<file path="src/rtl/hpic_pkg.sv">
/*
 * Shared constants, types and register map for the host-side driver of an
 * eight-level vectored priority interrupt controller.
 * Assumes a 100 MHz system clock and a controller wired straight to the pins.
 */
package hpic_pkg;

    // ************************************************************
    // Timing
    // ************************************************************
    localparam int CLK_MHZ   = 100;
    localparam int SETUP_NS  = 50;
    localparam int STROBE_NS = 240;
    localparam int HOLD_NS   = 30;
    localparam int GAP_NS    = 200;
    localparam logic [7:0] SETUP_CYC  = 8'((SETUP_NS * CLK_MHZ + 999) / 1000);
    localparam logic [7:0] STROBE_CYC = 8'((STROBE_NS * CLK_MHZ + 999) / 1000);
    localparam logic [7:0] HOLD_CYC   = 8'((HOLD_NS * CLK_MHZ + 999) / 1000);
    localparam logic [7:0] GAP_CYC    = 8'((GAP_NS * CLK_MHZ + 999) / 1000);

    // ************************************************************
    // Register map
    // ************************************************************
    localparam logic [7:0] OFS_CTRL   = 8'h00;
    localparam logic [7:0] OFS_WRITE  = 8'h04;
    localparam logic [7:0] OFS_READ   = 8'h08;
    localparam logic [7:0] OFS_ACK    = 8'h0C;
    localparam logic [7:0] OFS_STATUS = 8'h10;
    localparam logic [7:0] OFS_VECTOR = 8'h14;

    localparam int CTRL_THREE_BIT  = 0;
    localparam int CTRL_BUF_BIT    = 1;
    localparam int CTRL_MASTER_BIT = 2;
    localparam logic [2:0] CTRL_RESET = 3'h4;
    localparam int CMD_PORT_BIT    = 8;

    localparam int STAT_BUSY_BIT  = 0;
    localparam int STAT_IRQ_BIT   = 1;
    localparam int STAT_SPEN_BIT  = 2;
    localparam int STAT_CAS_LSB   = 4;
    localparam int STAT_RDATA_LSB = 8;

    localparam logic [1:0] RESP_OKAY   = 2'h0;
    localparam logic [1:0] RESP_SLVERR = 2'h2;

    // ************************************************************
    // Types
    // ************************************************************
    typedef enum {ST_IDLE, ST_SETUP, ST_STROBE, ST_HOLD, ST_GAP} hpic_state_t;
    typedef enum logic [1:0] {OP_WRITE, OP_READ, OP_ACK} hpic_op_t;

    typedef struct packed {
        logic       selectN;
        logic       storeStrobeN;
        logic       fetchStrobeN;
        logic       portSelect;
        logic       irqAckN;
        logic       dataOe;
        logic [7:0] dataOut;
    } hpic_pins_t;

    localparam hpic_pins_t PINS_IDLE = '{1'h1, 1'h1, 1'h1, 1'h0, 1'h1, 1'h0, 8'h00};

endpackage

</file>
<file path="src/rtl/hpic_host.sv">
/*
 * Host-side pin driver for an eight-level priority interrupt controller:
 * AXI4-Lite register slave, command write, status read and acknowledge
 * pulse sequences on the controller's pins.
 * Assumes the controller sits directly on these pins; bidirectional wires are
 * resolved outside from the enables.
 */
// Functional notes
// - Host lowers write strobe with select low, controller captures data.
// - Unbuffered, program pin high means master, low means slave.
// - Edge mode: requester rises and holds high until acknowledged.
// - Host issues acknowledge pulses; controller places vector bytes.
// - Host wires port select to lowest or next address line; this host drives it from command data bit 8 (CMD_PORT_BIT).
`timescale 1ns/1ps
module hpic_host (
    input  wire logic                sys_clk,
    input  wire logic                rst_b,
    input  wire logic [7:0]          s_axi_awaddr,
    input  wire logic                s_axi_awvalid,
    output logic                     s_axi_awready,
    input  wire logic [31:0]         s_axi_wdata,
    input  wire logic [3:0]          s_axi_wstrb,
    input  wire logic                s_axi_wvalid,
    output logic                     s_axi_wready,
    output logic [1:0]               s_axi_bresp,
    output logic                     s_axi_bvalid,
    input  wire logic                s_axi_bready,
    input  wire logic [7:0]          s_axi_araddr,
    input  wire logic                s_axi_arvalid,
    output logic                     s_axi_arready,
    output logic [31:0]              s_axi_rdata,
    output logic [1:0]               s_axi_rresp,
    output logic                     s_axi_rvalid,
    input  wire logic                s_axi_rready,
    output hpic_pkg::hpic_pins_t     picPins,
    input  wire logic [7:0]          picDataIn,
    input  wire logic [2:0]          cascadeIdLines,
    input  wire logic                cpuIrqIn,
    input  wire logic                slaveProgBufEnIn,
    output logic                     strapOut,
    output logic                     strapOe
);
    import hpic_pkg::*;

    // ************************************************************
    // Reset release and pin synchronisers
    // ************************************************************
    logic [1:0]  rstPipe_reg;
    logic        rstSync;
    logic [12:0] pinSync;
    logic [7:0]  dataSync;
    logic [2:0]  casSync;
    logic        irqSync;
    logic        spEnSync;

    always_ff @(posedge sys_clk or negedge rst_b)
    begin
        if (!rst_b)
            rstPipe_reg <= 2'h0;
        else
            rstPipe_reg <= {rstPipe_reg[0], 1'h1};
    end
    assign rstSync = rstPipe_reg[1];

    hpic_sync #(.W(13)) uSync (
        .clk  (sys_clk),
        .rstN (rstSync),
        .d    ({slaveProgBufEnIn, cpuIrqIn, cascadeIdLines, picDataIn}),
        .q    (pinSync)
    );
    assign {spEnSync, irqSync, casSync, dataSync} = pinSync;

    function automatic logic isMapped(input logic [7:0] a);
        isMapped = (a == OFS_CTRL) || (a == OFS_WRITE) || (a == OFS_READ) ||
                   (a == OFS_ACK) || (a == OFS_STATUS) || (a == OFS_VECTOR);
    endfunction

    // ************************************************************
    // AXI4-Lite write channel
    // ************************************************************
    logic        awHeld_reg;
    logic        wHeld_reg;
    logic [7:0]  awAddr_reg;
    logic [31:0] wData_reg;
    logic [2:0]  ctrl_reg;
    logic        wrFire;
    logic        busy;
    logic        startGo;
    hpic_op_t    startOp;

    assign wrFire  = awHeld_reg && wHeld_reg && !s_axi_bvalid;
    assign startGo = wrFire && !busy &&
                     ((awAddr_reg == OFS_WRITE) || (awAddr_reg == OFS_READ) ||
                      (awAddr_reg == OFS_ACK));
    assign startOp = (awAddr_reg == OFS_WRITE) ? OP_WRITE :
                     (awAddr_reg == OFS_READ) ? OP_READ : OP_ACK;

    always_ff @(posedge sys_clk or negedge rstSync)
    begin
        if (!rstSync)
        begin
            s_axi_awready <= 1'h0;
            s_axi_wready  <= 1'h0;
            awHeld_reg    <= 1'h0;
            wHeld_reg     <= 1'h0;
            awAddr_reg    <= 8'h00;
            wData_reg     <= 32'h0000_0000;
            s_axi_bvalid  <= 1'h0;
            s_axi_bresp   <= RESP_OKAY;
        end
        else
        begin
            s_axi_awready <= s_axi_awvalid && !awHeld_reg && !s_axi_awready && !s_axi_bvalid;
            s_axi_wready  <= s_axi_wvalid && !wHeld_reg && !s_axi_wready && !s_axi_bvalid;
            if (s_axi_awvalid && s_axi_awready)
            begin
                awHeld_reg <= 1'h1;
                awAddr_reg <= s_axi_awaddr;
            end
            if (s_axi_wvalid && s_axi_wready)
            begin
                wHeld_reg <= 1'h1;
                wData_reg <= s_axi_wdata;
            end
            if (wrFire)
            begin
                awHeld_reg   <= 1'h0;
                wHeld_reg    <= 1'h0;
                s_axi_bvalid <= 1'h1;
                // A start while a sequence runs is refused, not queued
                if (!isMapped(awAddr_reg) || (busy && awAddr_reg != OFS_CTRL &&
                    awAddr_reg != OFS_STATUS && awAddr_reg != OFS_VECTOR))
                    s_axi_bresp <= RESP_SLVERR;
                else
                    s_axi_bresp <= RESP_OKAY;
            end
            else if (s_axi_bvalid && s_axi_bready)
                s_axi_bvalid <= 1'h0;
        end
    end

    always_ff @(posedge sys_clk or negedge rstSync)
    begin
        if (!rstSync)
            ctrl_reg <= CTRL_RESET;
        else if (wrFire && awAddr_reg == OFS_CTRL)
            ctrl_reg <= wData_reg[2:0];
    end

    // ************************************************************
    // Pin sequencer
    // ************************************************************
    hpic_state_t state_reg;
    hpic_op_t    op_reg;
    logic [7:0]  cnt_reg;
    logic [1:0]  pulse_reg;
    logic [1:0]  lastPulse;
    logic        portSel_reg;
    logic [7:0]  wrByte_reg;
    logic [7:0]  rdByte_reg;
    logic [23:0] vector_reg;
    hpic_pins_t  pinsNext;

    assign busy      = (state_reg != ST_IDLE);
    // Three pulses for the call-style sequence, two for the pointer style
    assign lastPulse = ctrl_reg[CTRL_THREE_BIT] ? 2'h2 : 2'h1;

    always_ff @(posedge sys_clk or negedge rstSync)
    begin
        if (!rstSync)
        begin
            state_reg   <= ST_IDLE;
            op_reg      <= OP_WRITE;
            cnt_reg     <= 8'h00;
            pulse_reg   <= 2'h0;
            portSel_reg <= 1'h0;
            wrByte_reg  <= 8'h00;
        end
        else
        begin
            case (state_reg)
                ST_IDLE:
                begin
                    if (startGo)
                    begin
                        state_reg   <= ST_SETUP;
                        op_reg      <= startOp;
                        cnt_reg     <= SETUP_CYC - 8'h01;
                        pulse_reg   <= 2'h0;
                        portSel_reg <= wData_reg[CMD_PORT_BIT];
                        wrByte_reg  <= wData_reg[7:0];
                    end
                end
                ST_SETUP, ST_GAP:
                begin
                    cnt_reg <= cnt_reg - 8'h01;
                    if (cnt_reg == 8'h00)
                    begin
                        state_reg <= ST_STROBE;
                        cnt_reg   <= STROBE_CYC - 8'h01;
                    end
                end
                ST_STROBE:
                begin
                    cnt_reg <= cnt_reg - 8'h01;
                    if (cnt_reg == 8'h00)
                    begin
                        state_reg <= ST_HOLD;
                        cnt_reg   <= HOLD_CYC - 8'h01;
                    end
                end
                ST_HOLD:
                begin
                    cnt_reg <= cnt_reg - 8'h01;
                    if (cnt_reg == 8'h00)
                    begin
                        if (op_reg == OP_ACK && pulse_reg != lastPulse)
                        begin
                            state_reg <= ST_GAP;
                            cnt_reg   <= GAP_CYC - 8'h01;
                            pulse_reg <= pulse_reg + 2'h1;
                        end
                        else
                            state_reg <= ST_IDLE;
                    end
                end
                default:
                    state_reg <= ST_IDLE;
            endcase
        end
    end

    // Bytes are taken late in the strobe, well after the two-flop delay
    always_ff @(posedge sys_clk or negedge rstSync)
    begin
        if (!rstSync)
        begin
            rdByte_reg <= 8'h00;
            vector_reg <= 24'h00_0000;
        end
        else if (state_reg == ST_STROBE && cnt_reg == 8'h00)
        begin
            if (op_reg == OP_READ)
                rdByte_reg <= dataSync;
            else if (op_reg == OP_ACK)
            begin
                if (pulse_reg == 2'h0)
                    vector_reg <= 24'h00_0000;
                // Pointer style: the first pulse finds the bus floating
                if (ctrl_reg[CTRL_THREE_BIT] || pulse_reg != 2'h0)
                    vector_reg <= {vector_reg[15:0], dataSync};
            end
        end
    end

    always_comb
    begin
        pinsNext            = PINS_IDLE;
        pinsNext.portSelect = portSel_reg;
        if (state_reg == ST_SETUP || state_reg == ST_STROBE || state_reg == ST_HOLD ||
            state_reg == ST_GAP)
        begin
            case (op_reg)
                OP_WRITE:
                begin
                    pinsNext.selectN      = 1'h0;
                    pinsNext.dataOe       = 1'h1;
                    pinsNext.dataOut      = wrByte_reg;
                    pinsNext.storeStrobeN = (state_reg != ST_STROBE);
                end
                OP_READ:
                begin
                    pinsNext.selectN      = 1'h0;
                    pinsNext.fetchStrobeN = (state_reg != ST_STROBE);
                end
                OP_ACK:
                    pinsNext.irqAckN = (state_reg != ST_STROBE);
                default:
                    pinsNext = PINS_IDLE;
            endcase
        end
    end

    always_ff @(posedge sys_clk or negedge rstSync)
    begin
        if (!rstSync)
        begin
            picPins  <= PINS_IDLE;
            strapOut <= 1'h1;
            strapOe  <= 1'h1;
        end
        else
        begin
            picPins  <= pinsNext;
            // Buffered: the pin is the controller's transceiver enable
            strapOe  <= !ctrl_reg[CTRL_BUF_BIT];
            strapOut <= ctrl_reg[CTRL_MASTER_BIT];
        end
    end

    // ************************************************************
    // AXI4-Lite read channel
    // ************************************************************
    logic [31:0] rdMux;

    always_comb
    begin
        rdMux = 32'h0000_0000;
        case (s_axi_araddr)
            OFS_CTRL:   rdMux[2:0] = ctrl_reg;
            OFS_STATUS:
            begin
                rdMux[STAT_BUSY_BIT]                    = busy;
                rdMux[STAT_IRQ_BIT]                     = irqSync;
                rdMux[STAT_SPEN_BIT]                    = spEnSync;
                rdMux[STAT_CAS_LSB+2:STAT_CAS_LSB]      = casSync;
                rdMux[STAT_RDATA_LSB+7:STAT_RDATA_LSB]  = rdByte_reg;
            end
            OFS_VECTOR: rdMux[23:0] = vector_reg;
            default:    rdMux = 32'h0000_0000;
        endcase
    end

    always_ff @(posedge sys_clk or negedge rstSync)
    begin
        if (!rstSync)
        begin
            s_axi_arready <= 1'h0;
            s_axi_rvalid  <= 1'h0;
            s_axi_rdata   <= 32'h0000_0000;
            s_axi_rresp   <= RESP_OKAY;
        end
        else
        begin
            s_axi_arready <= s_axi_arvalid && !s_axi_arready && !s_axi_rvalid;
            if (s_axi_arvalid && s_axi_arready)
            begin
                s_axi_rvalid <= 1'h1;
                s_axi_rdata  <= rdMux;
                s_axi_rresp  <= isMapped(s_axi_araddr) ? RESP_OKAY : RESP_SLVERR;
            end
            else if (s_axi_rvalid && s_axi_rready)
                s_axi_rvalid <= 1'h0;
        end
    end

    // ************************************************************
    // Assertions
    // ************************************************************
    logic [7:0] storeLen_reg;
    logic [7:0] ackLen_reg;

    always_ff @(posedge sys_clk or negedge rstSync)
    begin
        if (!rstSync)
        begin
            storeLen_reg <= 8'h00;
            ackLen_reg   <= 8'h00;
        end
        else
        begin
            storeLen_reg <= picPins.storeStrobeN ? 8'h00 : storeLen_reg + 8'h01;
            ackLen_reg   <= picPins.irqAckN ? 8'h00 : ackLen_reg + 8'h01;
        end
    end
endmodule

</file>
<file path="src/rtl/hpic_sync.sv">
/*
 * Two-stage synchroniser for a group of pin inputs.
 * Assumes each bit is a slow level; no bus coherence across bits is implied.
 */
`timescale 1ns/1ps
module hpic_sync #(
    parameter int W = 1
) (
    input  wire logic         clk,
    input  wire logic         rstN,
    input  wire logic [W-1:0] d,
    output logic      [W-1:0] q
);

    logic [W-1:0] meta_reg;

    always_ff @(posedge clk or negedge rstN)
    begin
        if (!rstN)
        begin
            meta_reg <= '0;
            q        <= '0;
        end
        else
        begin
            meta_reg <= d;
            q        <= meta_reg;
        end
    end

endmodule
</file>
<file path="config.mk">
export PLATFORM = sky130hd
export DESIGN_NAME = hpic_host
export DESIGN_NICKNAME = d
export VERILOG_FILES = /design/src/rtl/hpic_pkg.sv /design/src/rtl/hpic_host.sv /design/src/rtl/hpic_sync.sv
export SDC_FILE = /design/constraint.sdc
export NUM_CORES = 1
export LEC_CHECK = 0
export ABC_AREA = 1
export ABC_CLOCK_PERIOD_IN_PS = 6690
export BUFFER_PORTS_ARGS = -buffer_cell sky130_fd_sc_hd__buf_2
export CORE_MARGIN = 2
export CORE_UTILIZATION = 49
export DETAILED_ROUTE_END_ITERATION = 8
export HOLD_SLACK_MARGIN = 0.05
export PLACE_DENSITY = 0.73
export REMOVE_ABC_BUFFERS = 1
export SKIP_LAST_GASP = 1
export SYNTH_ARGS = -nofsm -noshare
export SYNTH_HDL_FRONTEND = slang
export SYNTH_SLANG_ARGS = --single-unit
export TNS_END_PERCENT = 30
</file>
<file path="constraint.sdc">
create_clock -name sys_clk -period 6.69 [get_ports sys_clk]
set_input_delay 0.669 -clock sys_clk [delete_from_list [all_inputs] [get_ports sys_clk]]
set_output_delay 0.669 -clock sys_clk [all_outputs]
set_load 0.005 [all_outputs]
</file>
==> reports/qor.csv <==
metric;value;unit
outcome;finished clean;
synth_cell_types;34;
muxShareOfSynthArea;0;%
num-nets-final;847;
p_comb_share;10.3;%
crit_fanout;48;
rows;41;
power_frac_seq;48.5;%
tns;0;ns
cp-start-kind;flip-flop;
hpwl;8.53;mm
viasPerCell;4.96;
gr-usage-met1;24.5;%
max_stage_delay;0.75;ns
grt_pass1_vias;4448;
hold_end;uSync.q[1]$_DFF_PN0_;
r2r-start;cnt_reg[0]$_DFFE_PN0P_;
finalMaxSlewViolations;0;
rsz0062_at_grt;false;
leakage;3.65;nW
yosys-top-cells-area;dfrtp_1, nand2_1, o21ai_0;
grt_pass1_wl;20.6;mm
die_w;117;µm
internal-power;0.00169;W
cts_buffers;17;
diodes;0;
async_flop_share;100;%
syn_avg_cell_area;9.17;µm²
overflow;0;
vias;4747;
peakVddDrop;210;µV
synth.most_common_cell;nand2_1;
synthCells;682;
grt_usage;19.8;%
grt_max_degree;90;
yosys.area_share.simple;24.1;%
path_clk_slew;0.06;ns
synth.largest_area_cell;dfrtp_1;
place_inst;925;
yosys_warnings;0;
critPathKind;flip-flop to flip-flop;
io_pins;129;
critPathArrivalTime;2.74;ns
crit_chain;inv_1 > ha_1 > nand2_4 > nor2_8 > nand3_2 > nand2_1 > o21ai_2;
cp_top_family;simple AND/OR/NAND/NOR gates;
coreArea;0.0125;mm²
dr.pass1.iters;5;
fill_cells;1104;
synth_common_cells;nand2_1, dfrtp_1, inv_1;
max_freq;406;MHz
yosysSeqAreaShare;61.4;%
switching_power;0.000573;W
dieArea;0.0137;mm²
ff2ff_path_depth;7;
drt_wl_total;12.5;mm
cap_violations;0;
synth_xor_area_share;0.420;%
seq_area;0.00384;mm²
met2_usage;31.7;%
synth_adder_area_share;0.400;%
first_iter_violations;379;
period_needed;2.46;ns
use_met3;6.54;%
wl_per_cell;13.1;µm
busiest_layer;met2;
hold_path_class;flip-flop to flip-flop;
synth_compound_area_share;7.40;%
port_buffers;91;
timing.rr.end;vector_reg[3]$_DFFE_PN0P_;
synth_seq_cells;153;
synth_top_area_share;58.4;%
crit_slowest_cell;nand3_2;
cts_buffer_depth;2;
hold_violations;0;
start_util;50.0;%
p_sw_share;25.4;%
worstSetupEndpointType;flip-flop;
min_from;uSync.meta_reg[1]$_DFF_PN0_;
drive_above_1_share;19.7;%
synth_edf_count;0;
syn_area;0.00625;mm²
skew;0.00628;ns
drtAntennaViolNets;0;
finalCritPeriodShare;36.8;%
finalNonFillerCells;958;
worstMarginPinSlew;1.10;ns
die-height;117;µm
hold_depth;0;
syn2layout_area_growth;17.9;%
place_congestion;0.940;
power.share.clock;41.2;%
drc_errors;0;
antenna_found_initial;1;
regToRegSetupSlack;4.23;ns
synthFlopType;dfrtp_1;
clock_latency;0.42;ns
cts.sinks;153;
cts_max_level;4;
setup_violations;0;
clockRootBuffer;clkbuf_16;
critPathBufInv;1;
multiInputGateArea;0.00206;mm²
crit_required;6.97;ns
synth_top_family_by_area;simple AND/OR/NAND/NOR gates;
relSlewSlack;26.7;%
powerDensity;307;mW/mm²
cts_tree;done;
cts_setup_buffers;0;
power groups by stage:
stage	Combinational (W)	Clock [W]	Sequential [W]
2_1_floorplan	0.000139	0	0.00110
3_3_place_gp	0.000224	0	0.00111
3_5_place_dp	0.000231	0	0.00111
4_1_cts	0.000236	0.000953	0.00110
5_1_grt	0.000269	0.000996	0.00111
6_report	0.000232	0.000931	0.00110
logic make-up after synthesis:
| kind of cell | Yosys count |
|---|---|
| adder cells (fa/ha/maj) | 2 |
| AND/OR/NAND/NOR | 354 |
| buffers and inverters | 83 |
| flip-flops | 153 |
| XOR/XNOR | 3 |
| other | 2 |
| AO/OA/AOI/OAI | 85 |
through the flow:
step                hold slack (ns)  instance area (µm²)  setup slack [ns]  util (%)  power (W)
finish                        0.348                 7370              4.23      58.9    0.00226
global placement              0.334                 6780              4.18      54.2    0.00133
detailed placement            0.336                 6780              4.08      54.2    0.00134
global route                  0.328                 7370              4.01      58.9    0.00238
CTS                           0.333                 7370              4.22      58.9    0.00229
floorplan                     0.331                 6100              2.12         -    0.00124
final cells by class:
type	instances	area share [%]
clock buffer	21	6.25
inverter	53	2.70
clock inverter	11	1.61
timing repair buffer	93	6.42
multi-input combinational	455	28.0
tap	172	2.92
sequential	153	52.1
timing repair:
| action | in CTS | in global routing |
|---|---|---|
| hold buffers | 1 | 0 |
| gates resized for setup | 0 | 0 |
| hold endpoints to repair | 2 | 0 |
per-layer routing:
metal | routed length, µm | vias to the layer above
met5 | 13 | -
met4 | 277 | 2
met3 | 753 | 31
met2 | 5990 | 152
met1 | 5510 | 2219
li1 | - | 2343
how the worst max path moves through the flow:
stage	start	end	slack, ns	depth (start not counted)
2_1_floorplan	rstPipe_reg[1]$_DFF_PN0_	awAddr_reg[0]$_DFFE_PN0P_	2.12	0
3_3_place_gp	s_axi_arvalid	s_axi_rdata[14]$_DFFE_PN0P_	4.18	5
3_5_place_dp	s_axi_arvalid	s_axi_rdata[13]$_DFFE_PN0P_	4.08	5
4_1_cts	cnt_reg[0]$_DFFE_PN0P_	vector_reg[3]$_DFFE_PN0P_	4.22	7
5_1_grt	cnt_reg[0]$_DFFE_PN0P_	vector_reg[7]$_DFFE_PN0P_	4.01	7
6_report	cnt_reg[0]$_DFFE_PN0P_	vector_reg[3]$_DFFE_PN0P_	4.23	7
cell usage in the layout (no fill, tap or decap), types with 4 or more instances in the layout:
cell       count
o21ai_1       26
nand4_1        9
o21ai_2        4
inv_2          5
clkinv_2       5
buf_2         91
dfrtp_1      145
nand2_1      238
clkbuf_16     17
a31oi_1       12
inv_1         47
nand3_1       36
nand2_2        4
o21ai_0       37
nor3_1         7
conb_1        11
dfstp_2        7
nor2_1        45
worst reg2reg max path: stages, from the launching register on:
cell,delay (ns)
dfrtp_1,0.36
inv_1,0.14
ha_1,0.31
nand2_4,0.11
nor2_8,0.27
nand3_2,0.75
nand2_1,0.30
o21ai_2,0.08
Power figures use the tool's default switching activity.
